File: src/rtl/cbi_map.svh
// Constants of the bus, interrupt and reset control block
`ifndef CBI_MAP_SVH
`define CBI_MAP_SVH

// ****************************************
// Timing
// ****************************************
`define CBI_CLK_NS 10
`define CBI_PHASE_NS 500
`define CBI_PHASE_CYC ((`CBI_PHASE_NS + `CBI_CLK_NS - 1) / `CBI_CLK_NS)
`define CBI_RST_CYC 3'd6

// ****************************************
// Vectors and stack
// ****************************************
`define CBI_VEC_NMI 16'hfffa
`define CBI_VEC_RST 16'hfffc
`define CBI_VEC_IRQ 16'hfffe
`define CBI_STACK_PAGE 8'h01
`define CBI_SP_RST 8'hff

// ****************************************
// Status register
// ****************************************
`define CBI_P_RST 8'h20
`define CBI_P_V 6
`define CBI_P_I 2

// ****************************************
// Opcodes kept by the core
// ****************************************
`define CBI_OP_LDA_IMM 8'ha9
`define CBI_OP_LDA_ABS 8'had
`define CBI_OP_STA_ABS 8'h8d
`define CBI_OP_JMP_ABS 8'h4c
`define CBI_OP_ASL_A 8'h0a
`define CBI_OP_CLI 8'h58
`define CBI_OP_SEI 8'h78
`define CBI_OP_CLV 8'hb8

// ****************************************
// Input synchroniser reset, interrupt and overflow inputs set
// ****************************************
`define CBI_SYNC_RST 13'h0e00

`endif

File: src/rtl/cbi_pkg.sv
// Types of the bus, interrupt and reset control block
package cbi_pkg;

  typedef enum logic [9:0]
  {
    st_rst = 10'h001,
    st_vlo = 10'h002,
    st_vhi = 10'h004,
    st_fetch = 10'h008,
    st_op1 = 10'h010,
    st_op2 = 10'h020,
    st_mem = 10'h040,
    st_psh_h = 10'h080,
    st_psh_l = 10'h100,
    st_psh_p = 10'h200
  } cbi_state_e;

  typedef struct packed
  {
    cbi_state_e state;
    logic [15:0] pc;
    logic [15:0] ea;
    logic [15:0] vec;
    logic [15:0] addr;
    logic [7:0] ir;
    logic [7:0] opl;
    logic [7:0] a;
    logic [7:0] sp;
    logic [7:0] p;
    logic [7:0] dout;
    logic rw;
    logic sync;
    logic [2:0] rcnt;
    logic nmi_pend;
    logic nmi_prev;
    logic so_prev;
    logic [12:0] sy_a;
    logic [12:0] sy_b;
  } cbi_core_s;

  typedef struct packed
  {
    logic [7:0] cnt;
    logic ph;
    logic [2:0] s_a;
    logic [2:0] s_b;
    logic p1_prev;
    logic p2_prev;
  } cbi_phase_s;

endpackage

File: src/rtl/cbi_cpu_ctl.sv
// Bus-cycle, stall, interrupt and reset control of an 8-bit processor
`timescale 1ns/100ps
`include "cbi_map.svh"

// Notes on behaviour
// RULE1 - Phases come from external two-phase pins or an internal divider.
// RULE2 - Data drivers on only while the data output gate is high.
// RULE3 - Data drivers always off in read cycles.
// RULE4 - Ready low in a read cycle halts with the address held.
// RULE5 - Halt lasts while ready stays low through phase two.
// RULE6 - Ready low in a write cycle is ignored until the next read.
// RULE7 - Outside party keeps ready stable throughout phase two.
// RULE8 - Maskable request taken after the instruction, only if mask clear.
// RULE9 - Interrupt entry pushes counter high, low, then status.
// RULE10 - Mask flag set after stacking.
// RULE11 - Maskable vector low byte FFFE, high byte FFFF.
// RULE12 - Interrupt requests recognised only while ready is high; the non-maskable request ignores ready.
// RULE13 - Falling non-maskable input forces entry via FFFA and FFFB.
// RULE14 - Interrupt inputs sampled in phase two; entry starts next phase one.
// RULE15 - Falling set-overflow input, sampled at phase one end, sets overflow.
// RULE16 - Fetch marker high for the whole opcode fetch cycle.
// RULE17 - Ready low while marker is high stops the core: single stepping.
// RULE18 - No writes while reset is held low.
// RULE19 - After reset, six cycles, then mask set and vector FFFC/FFFD.
// RULE20 - Outside party holds reset low two cycles after power-up.
// RULE21 - Direction high for transfers in, low for transfers out.
// RULE22 - Absolute operand low byte then high; immediate uses byte two.
module cbi_cpu_ctl (
  input wire logic clk,
  input wire logic rst_n,
  input wire logic ext_phase_sel,
  input wire logic ph1_in,
  input wire logic ph2_in,
  output logic ph1_out,
  output logic ph2_out,
  input wire logic data_output_gate,
  input wire logic rdy,
  input wire logic irq_n,
  input wire logic nmi_n,
  input wire logic so_n,
  output logic [15:0] address_bus_lines,
  input wire logic [7:0] data_bus_lines_in,
  output logic [7:0] data_bus_lines_out,
  output logic data_bus_lines_oe_n,
  output logic rw,
  output logic sync
);
  import cbi_pkg::*;

  // ****************************************
  // Declarations
  // ****************************************
  cbi_core_s q;
  cbi_core_s d;
  cbi_core_s rst_val;
  logic [1:0] rst_q;
  logic rst_s_n;
  logic ph1_end;
  logic ph2_end;
  logic [7:0] db_s;
  logic rdy_s;
  logic irq_s;
  logic nmi_s;
  logic so_s;
  logic gate_s;
  logic stall;
  logic fin;

  function automatic logic is_store(input logic [7:0] op);
    is_store = (op == `CBI_OP_STA_ABS);
  endfunction

  // ****************************************
  // Reset release
  // ****************************************
  always_ff @(posedge clk or negedge rst_n)
  begin
    if (!rst_n)
    begin
      rst_q <= 2'b00;
    end
    else
    begin
      rst_q <= {rst_q[0], 1'b1};
    end
  end

  assign rst_s_n = rst_q[1];

  // ****************************************
  // Phase source
  // ****************************************
  // RULE1 phase clock choice
  cbi_phase u_phase (
    .clk(clk),
    .rst_sync_n(rst_s_n),
    .ext_phase_sel(ext_phase_sel),
    .ph1_in(ph1_in),
    .ph2_in(ph2_in),
    .ph1_out(ph1_out),
    .ph2_out(ph2_out),
    .ph1_end(ph1_end),
    .ph2_end(ph2_end)
  );

  // ****************************************
  // Synchronised pins
  // ****************************************
  assign db_s = q.sy_b[7:0];
  assign rdy_s = q.sy_b[8];
  assign irq_s = q.sy_b[9];
  assign nmi_s = q.sy_b[10];
  assign so_s = q.sy_b[11];
  assign gate_s = q.sy_b[12];

  // RULE4 halt on read
  // RULE6 writes ignore ready
  // RULE17 stop at fetch
  assign stall = q.rw && !rdy_s;

  // ****************************************
  // Bus outputs
  // ****************************************
  assign address_bus_lines = q.addr;
  assign data_bus_lines_out = q.dout;
  assign rw = q.rw;
  assign sync = q.sync;
  // RULE2 gate enables drive
  // RULE3 reads never drive
  assign data_bus_lines_oe_n = !(gate_s && !q.rw);

  // ****************************************
  // Reset value
  // ****************************************
  always_comb
  begin
    rst_val = '0;
    rst_val.state = st_rst;
    rst_val.sp = `CBI_SP_RST;
    rst_val.p = `CBI_P_RST;
    rst_val.rw = 1'b1;
    rst_val.nmi_prev = 1'b1;
    rst_val.so_prev = 1'b1;
    rst_val.sy_a = `CBI_SYNC_RST;
    rst_val.sy_b = `CBI_SYNC_RST;
  end

  // ****************************************
  // Next state
  // ****************************************
  always_comb
  begin
    d = q;
    fin = 1'b0;
    d.sy_a = {data_output_gate, so_n, nmi_n, irq_n, rdy, data_bus_lines_in};
    d.sy_b = q.sy_a;
    if (ph1_end)
    begin
      d.so_prev = so_s;
      // RULE15 overflow edge
      if (q.so_prev && !so_s)
      begin
        d.p[`CBI_P_V] = 1'b1;
      end
    end
    // RULE5 hold while ready low
    if (ph2_end && !stall)
    begin
      unique case (q.state)
        st_rst:
        begin
          // RULE19 six cycle start
          if (q.rcnt == `CBI_RST_CYC - 3'd1)
          begin
            d.p[`CBI_P_I] = 1'b1;
            d.vec = `CBI_VEC_RST;
            d.state = st_vlo;
          end
          else
          begin
            d.rcnt = q.rcnt + 3'd1;
          end
        end
        st_vlo:
        begin
          d.pc[7:0] = db_s;
          d.state = st_vhi;
        end
        st_vhi:
        begin
          d.pc[15:8] = db_s;
          d.state = st_fetch;
        end
        st_fetch:
        begin
          d.ir = db_s;
          d.pc = q.pc + 16'h0001;
          d.state = st_op1;
          if (db_s == `CBI_OP_CLI)
          begin
            d.p[`CBI_P_I] = 1'b0;
            fin = 1'b1;
          end
          else if (db_s == `CBI_OP_SEI)
          begin
            d.p[`CBI_P_I] = 1'b1;
            fin = 1'b1;
          end
          else if (db_s == `CBI_OP_CLV)
          begin
            d.p[`CBI_P_V] = 1'b0;
            fin = 1'b1;
          end
          else if (db_s == `CBI_OP_ASL_A)
          begin
            d.a = {q.a[6:0], 1'b0};
            fin = 1'b1;
          end
          else if (db_s != `CBI_OP_LDA_IMM && db_s != `CBI_OP_LDA_ABS
                   && db_s != `CBI_OP_JMP_ABS && !is_store(db_s))
          begin
            fin = 1'b1;
          end
        end
        st_op1:
        begin
          d.opl = db_s;
          d.pc = q.pc + 16'h0001;
          // RULE22 immediate operand
          if (q.ir == `CBI_OP_LDA_IMM)
          begin
            d.a = db_s;
            fin = 1'b1;
          end
          else
          begin
            d.state = st_op2;
          end
        end
        st_op2:
        begin
          // RULE22 low then high
          d.ea = {db_s, q.opl};
          d.pc = q.pc + 16'h0001;
          if (q.ir == `CBI_OP_JMP_ABS)
          begin
            d.pc = {db_s, q.opl};
            fin = 1'b1;
          end
          else
          begin
            d.state = st_mem;
          end
        end
        st_mem:
        begin
          if (!is_store(q.ir))
          begin
            d.a = db_s;
          end
          fin = 1'b1;
        end
        st_psh_h:
        begin
          d.sp = q.sp - 8'h01;
          d.state = st_psh_l;
        end
        st_psh_l:
        begin
          d.sp = q.sp - 8'h01;
          d.state = st_psh_p;
        end
        st_psh_p:
        begin
          d.sp = q.sp - 8'h01;
          // RULE10 mask after stacking
          d.p[`CBI_P_I] = 1'b1;
          d.state = st_vlo;
        end
      endcase
      if (fin)
      begin
        // RULE13 unconditional entry
        if (q.nmi_pend)
        begin
          d.nmi_pend = 1'b0;
          d.vec = `CBI_VEC_NMI;
          d.state = st_psh_h;
        end
        // RULE8 mask checked
        // RULE12 ready high only
        else if (!irq_s && rdy_s && !d.p[`CBI_P_I])
        begin
          // RULE11 maskable vector
          d.vec = `CBI_VEC_IRQ;
          d.state = st_psh_h;
        end
        else
        begin
          d.state = st_fetch;
        end
      end
      // RULE14 next cycle bus
      d.rw = 1'b1;
      d.dout = q.dout;
      unique case (d.state)
        st_rst:
        begin
          d.addr = d.pc;
        end
        st_vlo:
        begin
          d.addr = d.vec;
        end
        st_vhi:
        begin
          d.addr = d.vec | 16'h0001;
        end
        st_fetch, st_op1, st_op2:
        begin
          d.addr = d.pc;
        end
        st_mem:
        begin
          d.addr = d.ea;
          // RULE21 direction
          d.rw = !is_store(d.ir);
          d.dout = d.a;
        end
        st_psh_h:
        begin
          // RULE9 stack pushes
          d.addr = {`CBI_STACK_PAGE, d.sp};
          d.rw = 1'b0;
          d.dout = d.pc[15:8];
        end
        st_psh_l:
        begin
          d.addr = {`CBI_STACK_PAGE, d.sp};
          d.rw = 1'b0;
          d.dout = d.pc[7:0];
        end
        st_psh_p:
        begin
          d.addr = {`CBI_STACK_PAGE, d.sp};
          d.rw = 1'b0;
          d.dout = d.p;
        end
      endcase
      // RULE16 fetch marker
      d.sync = (d.state == st_fetch);
    end
    if (ph2_end)
    begin
      d.nmi_prev = nmi_s;
      // RULE13 edge latch, set wins
      if (q.nmi_prev && !nmi_s)
      begin
        d.nmi_pend = 1'b1;
      end
    end
  end

  // ****************************************
  // State register
  // ****************************************
  // RULE18 reset holds reads
  always_ff @(posedge clk or negedge rst_s_n)
  begin
    if (!rst_s_n)
    begin
      q <= '{state: st_rst, sp: `CBI_SP_RST, p: `CBI_P_RST, rw: 1'b1,
             nmi_prev: 1'b1, so_prev: 1'b1, sy_a: `CBI_SYNC_RST,
             sy_b: `CBI_SYNC_RST, default: '0};
    end
    else
    begin
      q <= d;
    end
  end
endmodule

File: src/rtl/cbi_phase.sv
// Two-phase clock source as enables, internal divider or external pins
`timescale 1ns/100ps
module cbi_phase (
  input wire logic clk,
  input wire logic rst_sync_n,
  input wire logic ext_phase_sel,
  input wire logic ph1_in,
  input wire logic ph2_in,
  output logic ph1_out,
  output logic ph2_out,
  output logic ph1_end,
  output logic ph2_end
);
  import cbi_pkg::*;

  cbi_phase_s q;
  cbi_phase_s d;
  logic p1;
  logic p2;

  assign p1 = q.s_b[2] ? q.s_b[0] : !q.ph;
  assign p2 = q.s_b[2] ? q.s_b[1] : q.ph;
  assign ph1_out = p1;
  assign ph2_out = p2;
  assign ph1_end = q.p1_prev && !p1;
  assign ph2_end = q.p2_prev && !p2;

  // ****************************************
  // Divider and pin sampling
  // ****************************************
  always_comb
  begin
    d = q;
    d.s_a = {ext_phase_sel, ph2_in, ph1_in};
    d.s_b = q.s_a;
    d.p1_prev = p1;
    d.p2_prev = p2;
    if (q.cnt == 8'(`CBI_PHASE_CYC - 1))
    begin
      d.cnt = 8'h00;
      d.ph = !q.ph;
    end
    else
    begin
      d.cnt = q.cnt + 8'h01;
    end
  end

  always_ff @(posedge clk or negedge rst_sync_n)
  begin
    if (!rst_sync_n)
    begin
      q <= '0;
    end
    else
    begin
      q <= d;
    end
  end

endmodule

File: config.mk
export PLATFORM = sky130hd
export DESIGN_NAME = cbi_cpu_ctl
export DESIGN_NICKNAME = d
export VERILOG_FILES = /design/src/rtl/cbi_pkg.sv /design/src/rtl/cbi_cpu_ctl.sv /design/src/rtl/cbi_phase.sv
export VERILOG_INCLUDE_DIRS = /design/src /design/src/rtl
export SDC_FILE = /design/constraint.sdc
export NUM_CORES = 1
export LEC_CHECK = 0
export CAP_MARGIN = 20
export CORE_UTILIZATION = 30
export CTS_CLUSTER_DIAMETER = 60
export DETAILED_ROUTE_END_ITERATION = 7
export DONT_BUFFER_PORTS = 1
export PLACE_DENSITY = 0.46
export SYNTH_ARGS = -nofsm -noshare
export SYNTH_HDL_FRONTEND = slang
export SYNTH_SLANG_ARGS = --single-unit
File: constraint.sdc
create_clock -name clk -period 11.3 [get_ports clk]
set_input_delay 0 -clock clk [delete_from_list [all_inputs] [get_ports clk]]
set_output_delay 0 -clock clk [all_outputs]
set_load 0.01 [all_outputs]
==> impl_summary.log, run 1 <==
[metrics] layout cell share with drive strength beyond 1: 15.0%
[metrics] setup repair after global routing missed its margin: false
[metrics] flops & latches, synth: 153
[metrics] Layout Area Growth over Synthesis: 11.1%
[metrics] reg-to-reg slack, setup: 7.47 ns
[metrics] antenna diode instance count: 0
[metrics] Netlist Area Pre-Place: 0.00841 mm^2
[metrics] wire length per cell: 20.9 um
[metrics] depth of the worst register-to-register path: 8
[metrics] category of the most critical setup path: reg -> reg
[metrics] number of buffers on the longest clock path: 2
[metrics] sum of routed wire length over all layers: 25900 um
[metrics] final design utilization: 34.3%
[metrics] count of input and output buffers: 0
[metrics] hold violation total from the final report: 0
[metrics] kind of end point of the critical path: flop
[metrics] outcome: complete, but fails checks
[metrics] maximum level of the CTS H-tree: 4
[metrics] Rel. slew slack: 26.2%
[metrics] post-placement cell count: 1188
[metrics] Pre-antenna DRT Iters: 7
[metrics] number of nets in the finished design: 879
[metrics] I/O Pins: 47
[metrics] routed via count: 6702
[metrics] number of resized instances in the post-cts repair step: 0
[metrics] list of most frequent post-synthesis cells: sky130_fd_sc_hd__dfrtp_1 (135), sky130_fd_sc_hd__nand2_1 (82), sky130_fd_sc_hd__nor2_1 (80), sky130_fd_sc_hd__o21ai_0 (63), sky130_fd_sc_hd__a21oi_1 (45)
[metrics] crit-path max FO: 16
[metrics] Chip Height: 169 um
[metrics] power per cell area: 136 mW/mm^2
[metrics] setup TNS: 0 ns
[metrics] antenna violation net count after detailed routing: 0
[metrics] pin count of the biggest net entering global routing: 74
[metrics] post-synthesis sequential area ratio: 45.8%
[metrics] overall power after layout: 1.27 mW
[metrics] Initial Utilization: 30.9%
[metrics] synthesized area per cell: 9.50 um^2
[metrics] slew at the pin closest to its max-slew limit: 1.11 ns
[metrics] TritonCTS Sinks: 153
[metrics] Placed Area: 0.00853 mm^2
[metrics] synthesis warning total: 0
[metrics] most frequent cell after synthesis: sky130_fd_sc_hd__dfrtp_1
[metrics] number of buffers added by the clock tree synthesis step: 17
[metrics] number of DRC markers after the initial detailed-route iteration: 574
[metrics] post-synth top area share: 40.2%
[metrics] share of synthesized registers carrying an async set or reset: 100%
[metrics] non-filler cells, final: 1240
[metrics] arrival time of the worst setup path: 4.19 ns
[metrics] Tcrit/Tclk final: 33.9%
[metrics] number of enable flip-flop cells after synthesis: 0
[metrics] fill cell count: 2794
[metrics] full die area: 0.0287 mm^2
[metrics] most common flop cell mapped by yosys: sky130_fd_sc_hd__dfrtp_1
[metrics] Placer Congestion: 0.879
[metrics] mean number of vias per cell: 5.40
[metrics] startpoint type of the worst setup path: flop
[metrics] Core Rows: 60
[metrics] f_max: 261 MHz
[metrics] Die Span X: 169 um
[metrics] Synth cell types: 91
[metrics] post-route standard cell area excluding fillers: 0.00934 mm^2
[metrics] required time of the worst setup path: 11.66 ns
[metrics] half-perimeter wire length after detailed placement: 17400 um
[metrics] Max Cap Violations: 0
[metrics] area leader, netlist: sky130_fd_sc_hd__dfrtp_1
[metrics] clock transition at the register clock pins on the worst setup and hold paths after CTS: 0.08 ns
[metrics] antenna violations before repair: 0
[metrics] Root Buffer Master: sky130_fd_sc_hd__clkbuf_16
[metrics] Hold Crit Class: in -> reg
[metrics] Leak Pwr: 3.84 nW
[metrics] top cells by area, synth: sky130_fd_sc_hd__dfrtp_1 (40%), sky130_fd_sc_hd__dfstp_2 (5.6%), sky130_fd_sc_hd__o21ai_0 (3.8%)
[metrics] Post-Syn Instances: 885
[metrics] Max Clock Skew: 0.0109 ns
[metrics] failing checks: design-rule violations
[metrics] final worst path period need: 3.83 ns
[metrics] GRT Resource Usage Total: 18.9%
[metrics] insertion delay to the later sink of the worst-skew pair: 0.44 ns
[metrics] Congestion Overflow GR: 0
[metrics] remaining design rule violation count: 2
[metrics] global-route wire length before repair: 40800 um
[metrics] via count of the first global-routing pass: 6689
[metrics] final count of pins violating max slew: 0
[metrics] CTS tree: done
[metrics] net count after synthesis: 909
[metrics] floorplan core area: 0.0273 mm^2
[metrics] final-report setup violation count: 0
[metrics] number of cells on the worst hold path: 1
[metrics] worst vdd ir: 0.0000697 V
## cell families after synthesis
logic type | synth area share [%]
xor gates and xnor gates | 2.92
AOI/OAI and AO/OA | 21.1
and+or+nand+nor | 19.8
DFF | 45.8
other | 0.0446
adders and majority gates | 0.893
buffers and inverters | 6.24
muxes | 3.29
## layout make-up
class                           instances  area [um^2]  area share (%)
Tap cell                              372          465            4.98
Inverter                               22         82.6           0.884
Sequential cell                       153         3850            41.3
Timing Repair Buffer                   29          280            3.00
Clock inverter                         15          170            1.82
Clock buffer                           17          425            4.55
Multi-Input combinational cell        632         4060            43.5
## worst paths after layout
kind	endpoint	start
max reg2reg	data_bus_lines_out[3]$_DFFE_PN0P_	q[155]$_DFFE_PN0P_
min in group asynchronous	q[112]$_DFFE_PN0P_	rst_q[1]$_DFF_PN0_
min	d[11]$_DFF_PN1_	so_n
max in group asynchronous	q[153]$_DFFE_PN0P_	rst_q[1]$_DFF_PN0_
min reg2reg	q[112]$_DFFE_PN0P_	rst_q[1]$_DFF_PN0_
max	data_bus_lines_out[3]$_DFFE_PN0P_	q[155]$_DFFE_PN0P_
## through the flow
| step | hold slack [ns] | setup WS, ns |
|---|---|---|
| 2_1_floorplan | -0.296 | 6.75 |
| 3_3_place_gp | -0.296 | 7.54 |
| 3_5_place_dp | -0.296 | 7.58 |
| 4_1_cts | 0.0877 | 7.57 |
| 5_1_grt | 0.101 | 7.17 |
| 6_report | 0.109 | 7.47 |
## placed cells by master, fill, tap and decap left out, types with 5 or more instances in the layout
cell and n:
sky130_fd_sc_hd__a221oi_1 13, sky130_fd_sc_hd__o211ai_1 15, sky130_fd_sc_hd__a21oi_1 44, sky130_fd_sc_hd__xnor2_1 14, sky130_fd_sc_hd__xor2_1 14, sky130_fd_sc_hd__ha_1 6
sky130_fd_sc_hd__nor4b_1 8, sky130_fd_sc_hd__a211oi_1 8, sky130_fd_sc_hd__nor3_1 18, sky130_fd_sc_hd__clkbuf_16 17, sky130_fd_sc_hd__inv_8 7, sky130_fd_sc_hd__inv_1 22
sky130_fd_sc_hd__dfstp_2 18, sky130_fd_sc_hd__or2_2 11, sky130_fd_sc_hd__o22ai_1 11, sky130_fd_sc_hd__nand3_1 22, sky130_fd_sc_hd__dlygate4sd3_1 18, sky130_fd_sc_hd__and3_1 11
sky130_fd_sc_hd__nand4_1 12, sky130_fd_sc_hd__o21ai_1 12, sky130_fd_sc_hd__buf_4 9, sky130_fd_sc_hd__nor2b_1 14, sky130_fd_sc_hd__o211ai_2 5, sky130_fd_sc_hd__and2_1 8
sky130_fd_sc_hd__a22oi_1 9, sky130_fd_sc_hd__o21ai_0 63, sky130_fd_sc_hd__a31oi_1 8, sky130_fd_sc_hd__a22o_1 8, sky130_fd_sc_hd__o21a_1 5, sky130_fd_sc_hd__a41oi_1 8
sky130_fd_sc_hd__a21o_1 5, sky130_fd_sc_hd__nor4_1 7, sky130_fd_sc_hd__mux2_2 21, sky130_fd_sc_hd__nor3b_1 6, sky130_fd_sc_hd__nor2_1 80, sky130_fd_sc_hd__dfrtp_1 134
sky130_fd_sc_hd__nand2_1 82, sky130_fd_sc_hd__a222oi_1 6
## report_power, final
| part | internal (mW) | switching, mW |
|---|---|---|
| clock | 0.300 | 0.287 |
| combinational | 0.0315 | 0.0444 |
| sequential | 0.575 | 0.0361 |
| total | 0.906 | 0.367 |
## critical path, cell delays in order (launching register included)
cell and delay, ns:
sky130_fd_sc_hd__dfrtp_1 0.56, sky130_fd_sc_hd__nor4_4 0.57, sky130_fd_sc_hd__and3_1 0.39, sky130_fd_sc_hd__a22o_1 0.45, sky130_fd_sc_hd__or2_2 0.34, sky130_fd_sc_hd__a21oi_2 0.22, sky130_fd_sc_hd__a21oi_2 0.77, sky130_fd_sc_hd__o21ai_0 0.31
sky130_fd_sc_hd__o21ai_1 0.14
## state kept, by name (all words and copies together) (netlist names)
name	cells
address_bus_lines	16
d	13
data_bus_lines_out	8
db_s	8
gate_s	1
irq_s	1
nmi_s	1
q	84
rst_q	2
rw	1
sync	1
u_phase.d	3
u_phase.q	14
## timing repair
action / CTS / global route
hold buffers: 18 / 0
endpoints found under the hold margin: 18 / 0
buffers inserted: 0 / 0
## metal layers
layer | vias up | wire [um] | global-route usage [%]
met2 | 193 | 11600 | 28.7
met1 | 3319 | 12200 | 26.4
li1 | 3153 | - | -
met5 | - | 48 | 1.39
met3 | 35 | 1520 | 3.80
met4 | 2 | 586 | 6.70
(Power assumes the default switching activity.)
==> inputs of run 2 (changes only) <==
PLACE_DENSITY = 0.47   (was 0.46)
clock period = 3.23 ns   (was 11.3 ns; I/O delays follow)
==> impl_summary.log, run 2 (synthesis results as in run 1) <==
[metrics] f_max: 326 MHz (+25%)
[metrics] antenna violation net count after detailed routing: 0 (unchanged)
[metrics] final count of pins violating max slew: 0 (unchanged)
[metrics] arrival time of the worst setup path: 3.43 ns (-0.76 ns)
[metrics] Hold Crit Class: in -> reg
[metrics] Rel. slew slack: 32.9% (+6.7 points)
[metrics] I/O Pins: 47 (unchanged)
[metrics] Initial Utilization: 30.9% (unchanged)
[metrics] depth of the worst register-to-register path: 10 (+2)
[metrics] pin count of the biggest net entering global routing: 55 (-26%)
[metrics] layout cell share with drive strength beyond 1: 21.0% (+6.0 points)
[metrics] clock transition at the register clock pins on the worst setup and hold paths after CTS: 0.07 ns (about the same)
[metrics] number of cells on the worst hold path: 1 (unchanged)
[metrics] startpoint type of the worst setup path: flop
[metrics] Congestion Overflow GR: 0 (unchanged)
[metrics] floorplan core area: 0.0273 mm^2 (unchanged)
[metrics] R2R Path Start: q[155]$_DFFE_PN0P_
[metrics] sink of the worst hold path: d[9]$_DFF_PN1_
[metrics] TritonCTS Sinks: 153 (unchanged)
[metrics] routed via count: 6967 (+4.0%)
[metrics] Chip Height: 169 um (unchanged)
[metrics] hold violation total from the final report: 0 (unchanged)
[metrics] Pre-antenna DRT Iters: 6 (-1)
[metrics] Tcrit/Tclk final: 95.1% (+61 points)
[metrics] post-CTS setup-driven buffer insertion count: 0 (unchanged)
[metrics] crit-path max FO: 30 (+14)
[metrics] antenna diode instance count: 0 (unchanged)
[metrics] reg-to-reg slack, setup: 0.16 ns (-7.31 ns)
[metrics] Hold Crit Start: irq_n
[metrics] post-placement cell count: 1251 (+5.3%)
[metrics] Max Cap Violations: 0 (unchanged)
[metrics] count of input and output buffers: 0 (unchanged)
[metrics] Leak Pwr: 4.16 nW (+8.3%)
[metrics] Root Buffer Master: sky130_fd_sc_hd__clkbuf_16
[metrics] Placer Congestion: 0.889 (+1.2%)
[metrics] CTS tree: done
[metrics] largest register by flop count: q
[metrics] sum of routed wire length over all layers: 26100 um (+0.82%)
[metrics] via count of the first global-routing pass: 6779 (+1.3%)
[metrics] R2R Path End: address_bus_lines[6]$_DFFE_PN0P_
[metrics] final-report setup violation count: 0 (unchanged)
[metrics] full die area: 0.0287 mm^2 (unchanged)
[metrics] Max Clock Skew: 0.0117 ns (+0.000845 ns)
[metrics] commonest cells after routing, fill and taps aside: sky130_fd_sc_hd__dfrtp_1 (133), sky130_fd_sc_hd__nand2_1 (82), sky130_fd_sc_hd__nor2_1 (79), sky130_fd_sc_hd__buf_4 (68), sky130_fd_sc_hd__o21ai_0 (63)
[metrics] global-route wire length before repair: 41100 um (+0.76%)
[metrics] number of buffers on the longest clock path: 2 (unchanged)
[metrics] number of nets in the finished design: 940 (+6.9%)
[metrics] outcome: completed
[metrics] GRT Resource Usage Total: 19.0% (+0.13 points)
[metrics] Core Rows: 60 (unchanged)
[metrics] final worst path period need: 3.07 ns (-0.761 ns)
[metrics] setup TNS: 0 ns (unchanged)
[metrics] setup repair after global routing missed its margin: false
[metrics] power per cell area: 452 mW/mm^2 (+230%)
[metrics] insertion delay to the later sink of the worst-skew pair: 0.44 ns (about the same)
[metrics] maximum level of the CTS H-tree: 4 (unchanged)
[metrics] wire length per cell: 20.0 um (-3.9%)
[metrics] slew at the pin closest to its max-slew limit: 0.993 ns (-0.115 ns)
[metrics] non-filler cells, final: 1301 (+4.9%)
[metrics] number of DRC markers after the initial detailed-route iteration: 603 (+5.1%)
[metrics] remaining design rule violation count: 0 (-2)
[metrics] commonest non-fill, non-tap cell in the layout: sky130_fd_sc_hd__dfrtp_1
[metrics] Die Span X: 169 um (unchanged)
[metrics] mean number of vias per cell: 5.36 (-0.92%)
[metrics] Layout Area Growth over Synthesis: 17.2%
[metrics] number of buffers added by the clock tree synthesis step: 17 (unchanged)
[metrics] category of the most critical setup path: reg -> reg
[metrics] worst vdd ir: 0.000303 V (+330%)
[metrics] required time of the worst setup path: 3.59 ns (-8.07 ns)
[metrics] flip-flop count of the largest register after layout: 84 (unchanged)
[metrics] kind of end point of the critical path: flop
[metrics] half-perimeter wire length after detailed placement: 18900 um (+8.5%)
[metrics] antenna violations before repair: 0 (unchanged)
run 2: changes by cell type in the layout (fill, tap and decap cells not counted), sizes merged:
cell / before / now
buf: 10 / 72
clkbuf: 18 / 17
inv: 32 / 33
clkinv: 4 / 3
run 2: worst max path at each step:
stage                                   from                                end  cells past startpoint
after floorplan           q[146]$_DFFE_PN1P_  address_bus_lines[14]$_DFFE_PN0P_                     10
after global placement    q[154]$_DFFE_PN0P_   address_bus_lines[4]$_DFFE_PN0P_                     10
after detailed placement  q[154]$_DFFE_PN0P_   address_bus_lines[3]$_DFFE_PN0P_                     10
after CTS                 q[154]$_DFFE_PN0P_   address_bus_lines[3]$_DFFE_PN0P_                     10
after global routing      q[155]$_DFFE_PN0P_   address_bus_lines[7]$_DFFE_PN0P_                     10
final                     q[155]$_DFFE_PN0P_   address_bus_lines[6]$_DFFE_PN0P_                     10
run 2: repair_timing:
action                                 CTS  global route
endpoints found under the hold margin   18             0
gates resized for setup                  0             5
hold buffers                            18             0
setup endpoints to repair                0            17
run 2: per-layer routing:
metal / vias up / track usage, % / wire, um
met5: - / 0 / 0
met4: 0 / 5.99 / 455
met3: 30 / 4.22 / 1700
met2: 222 / 28.1 / 11500
met1: 3443 / 27.4 / 12400
li1: 3272 / - / -
run 2: report_power, final:
part           internal, mW  total (mW)  leakage (nW)  switching, mW
logic                 0.121       0.293          1.93          0.172
registers              2.01        2.12          1.94          0.112
clock network          1.05        2.03         0.291          0.984
run 2: layout make-up:
cell class | instances | area [um^2]
clock inverter | 15 | 168
fill | 2758 | 17400
sequential | 153 | 3860
clock buffer | 17 | 425
tap | 372 | 465
inverter | 22 | 82.6
multi-input combinational | 632 | 4080
timing repair buffer | 90 | 771
run 2: critical path: stages (launching register included):
cell                       delay (ns)
sky130_fd_sc_hd__dfrtp_1         0.52
sky130_fd_sc_hd__buf_4           0.22
sky130_fd_sc_hd__or3b_1          0.43
sky130_fd_sc_hd__o32ai_2         0.26
sky130_fd_sc_hd__o21ai_0         0.24
sky130_fd_sc_hd__a221oi_1        0.48
sky130_fd_sc_hd__o221ai_2        0.21
sky130_fd_sc_hd__nor2_4          0.15
sky130_fd_sc_hd__buf_12          0.20
sky130_fd_sc_hd__o211ai_1        0.12
sky130_fd_sc_hd__o211ai_2        0.15
run 2: through the flow:
step                      cell area [um^2]  util (%)  setup WS (ns)  power (mW)  hold slack (ns)
final                                 9850      36.1          0.159        4.45            0.103
after global routing                  9850      36.1       0.000650        4.63           0.0860
after CTS                             9830      36.1         0.0728        4.51           0.0834
after detailed placement              9050      33.2          0.111        2.44           -0.296
after global placement                9050      33.2          0.113        2.43           -0.296
after floorplan                       8410         -          0.472        2.38           -0.296
==> inputs of run 3 (changes only) <==
CORE_ASPECT_RATIO = 0.5   (was not set)
==> impl_summary.log, run 3 (synthesis results as in run 1) <==
[metrics] final worst path period need: 3.05 ns (-0.0228 ns)
[metrics] mean number of vias per cell: 5.42 (+1.2%)
[metrics] Max Clock Skew: 0.0126 ns (+0.000837 ns)
[metrics] full die area: 0.0287 mm^2 (+0.14%)
[metrics] number of buffers on the longest clock path: 2 (unchanged)
[metrics] net switching power: 1.20 mW (-5.4%)
[metrics] fill cell count: 2700 (-2.1%)
[metrics] I/O Pins: 47 (unchanged)
[metrics] kind of end point of the critical path: flop
[metrics] Pre-antenna DRT Iters: 5 (-1)
[metrics] Leak Pwr: 4.18 nW (+0.54%)
[metrics] hold violation total from the final report: 0 (unchanged)
[metrics] Initial Utilization: 31.2% (+0.34 points)
[metrics] Congestion Overflow GR: 0 (unchanged)
[metrics] crit-path max FO: 20 (-33%)
[metrics] wire length per cell: 20.8 um (+3.6%)
[metrics] Max Cap Violations: 0 (unchanged)
[metrics] fraction of power consumed by sequential logic: 48.5% (+0.8 points)
[metrics] outcome: completed
[metrics] Root Buffer Master: sky130_fd_sc_hd__clkbuf_16
[metrics] commonest cells after routing, fill and taps aside: sky130_fd_sc_hd__dfrtp_1 (134), sky130_fd_sc_hd__nand2_1 (82), sky130_fd_sc_hd__nor2_1 (79), sky130_fd_sc_hd__buf_4 (73), sky130_fd_sc_hd__o21ai_0 (63)
[metrics] CTS tree: done
[metrics] floorplan core area: 0.0270 mm^2 (-1.1%)
[metrics] via count of the first global-routing pass: 6847 (+1.0%)
[metrics] global-route wire length before repair: 42000 um (+2.4%)
[metrics] antenna violation net count after detailed routing: 0 (unchanged)
[metrics] setup repair after global routing missed its margin: false
[metrics] Rel. slew slack: 32.0% (-0.96 points)
[metrics] startpoint type of the worst setup path: flop
[metrics] part of the power in the clock network: 44.7% (-1.0 points)
[metrics] Hold Crit Class: in -> reg
[metrics] part of the total power dissipated in combinational logic: 6.9% (+0.3 points)
[metrics] Chip Height: 120 um (-29%)
[metrics] pin count of the biggest net entering global routing: 67 (+22%)
[metrics] Die Span X: 239 um (+41%)
[metrics] arrival time of the worst setup path: 3.38 ns (-0.05 ns)
[metrics] number of DRC markers after the initial detailed-route iteration: 610 (+1.2%)
[metrics] count of input and output buffers: 0 (unchanged)
[metrics] slew at the pin closest to its max-slew limit: 1.01 ns (+0.0142 ns)
[metrics] number of buffers added by the clock tree synthesis step: 17 (unchanged)
[metrics] TritonCTS Sinks: 153 (unchanged)
[metrics] antenna diode instance count: 0 (unchanged)
[metrics] commonest non-fill, non-tap cell in the layout: sky130_fd_sc_hd__dfrtp_1
[metrics] routed via count: 7092 (+1.8%)
[metrics] insertion delay to the later sink of the worst-skew pair: 0.45 ns (about the same)
[metrics] met1 wire length: 13600 um (+9.4%)
[metrics] Placer Congestion: 0.922 (+3.7%)
[metrics] multi-input combinational cell area: 0.00409 mm^2 (+0.15%)
[metrics] Sw Share: 27.5% (-1.0 points)
[metrics] category of the most critical setup path: reg -> reg
[metrics] Tcrit/Tclk final: 94.4% (-0.71 points)
[metrics] f_max: 328 MHz (+0.75%)
[metrics] Power Internal: 3.17 mW (-0.40%)
[metrics] number of nets in the finished design: 945 (+0.53%)
[metrics] flip-flop count of the largest register after layout: 84 (unchanged)
[metrics] layout cell share with drive strength beyond 1: 21.6% (+0.64 points)
[metrics] uppermost signal routing layer after detailed routing: met4
[metrics] setup TNS: 0 ns (unchanged)
[metrics] largest register by flop count: q
[metrics] required time of the worst setup path: 3.56 ns (-0.03 ns)
[metrics] power per cell area: 442 mW/mm^2 (-2.0%)
[metrics] worst vdd ir: 0.000297 V (-1.9%)
[metrics] maximum level of the CTS H-tree: 4 (unchanged)
[metrics] antenna violations before repair: 0 (unchanged)
[metrics] half-perimeter wire length after detailed placement: 19900 um (+5.7%)
[metrics] total area of sequential cells: 0.00385 mm^2 (about the same)
[metrics] detailed-routed wire length on met2: 11500 um (+0.27%)
[metrics] final-report setup violation count: 0 (unchanged)
[metrics] overall power after layout: 4.37 mW (-1.8%)
[metrics] clock transition at the register clock pins on the worst setup and hold paths after CTS: 0.07 ns (about the same)
[metrics] Layout Area Growth over Synthesis: 17.4%
[metrics] met3 routed WL: 1210 um (-29%)
[metrics] Core Rows: 42 (-30%)
[metrics] final count of pins violating max slew: 0 (unchanged)
[metrics] sum of routed wire length over all layers: 27200 um (+4.1%)
[metrics] remaining design rule violation count: 0 (unchanged)
[metrics] GRT Resource Usage Total: 19.8% (+0.79 points)
==> run 3: changes by cell type in the layout (fill, tap and decap cells not counted), sizes merged <==
cell	previous run	this run
inv	33	30
clkinv	3	6
clkbuf	17	18
clkinvlp	1	0
buf	72	77
==> run 3: worst paths after layout <==
check,start,end,slack (ns),cells after the start
worst max-delay path,q[152]$_DFFE_PN0P_,q[107]$_DFFE_PN0P_,0.18,8
worst min-delay path,irq_n,d[9]$_DFF_PN1_,0.09,1
worst max register to register,q[152]$_DFFE_PN0P_,q[107]$_DFFE_PN0P_,0.18,8
worst min register to register,rst_q[1]$_DFF_PN0_,q[110]$_DFFE_PN0P_,0.22,0
max in group asynchronous,rst_q[1]$_DFF_PN0_,q[146]$_DFFE_PN1P_,2.25,1
min in group asynchronous,rst_q[1]$_DFF_PN0_,q[110]$_DFFE_PN0P_,0.22,0
==> run 3: routing by layer <==
layer / global-route usage (%) / vias up
li1: - / 3277
met1: 28.8 / 3564
met2: 28.6 / 197
met3: 3.77 / 54
met4: 8.21 / 0
met5: 0 / -
==> run 3: final cells by class <==
class,instances,share of cell area (%)
Sequential cell,153,39.0
Multi-Input combinational cell,632,41.4
Tap cell,374,4.74
Inverter,22,0.837
Clock inverter,14,1.32
Timing Repair Buffer,95,8.19
Clock buffer,18,4.45
==> run 3: per-stage QoR <==
stage | hold slack, ns | std cells | setup WS [ns] | instance area (um^2) | util, %
finish | 0.0926 | 1308 | 0.182 | 9870 | 36.6
global route | 0.0795 | 1308 | 0.0188 | 9870 | 36.6
CTS | 0.0734 | 1307 | 0.0523 | 9840 | 36.5
detailed placement | -0.296 | 1257 | 0.0326 | 9090 | 33.7
global placement | -0.296 | 1257 | 0.0103 | 9090 | 33.7
floorplan | -0.296 | 885 | 0.472 | 8410 | -
==> run 3: timing repair <==
item                       4_1_cts  5_1_grt
hold buffers                    18        0
setup endpoints to repair        1       23
resized for setup                1        5
hold endpoints to repair        18        0
buffers inserted                 0        1
pin swaps                        0        1
gates cloned                     0        0
==> run 3: critical path: stages (launching register included) <==
cell                       delay (ns)
sky130_fd_sc_hd__dfrtp_1         0.44
sky130_fd_sc_hd__or4_1           0.67
sky130_fd_sc_hd__nor4_2          0.48
sky130_fd_sc_hd__o22a_2          0.27
sky130_fd_sc_hd__o21bai_2        0.13
sky130_fd_sc_hd__a21oi_1         0.29
sky130_fd_sc_hd__buf_12          0.20
sky130_fd_sc_hd__nor2_1          0.11
sky130_fd_sc_hd__or2_2           0.32
==> run 3: power by group through the flow <==
stage,registers [mW],logic [mW],clock network (mW)
global placement,2.15,0.278,0
finish,2.12,0.300,1.95
floorplan,2.12,0.262,0
CTS,2.12,0.304,1.99
detailed placement,2.15,0.284,0
global route,2.13,0.339,2.07
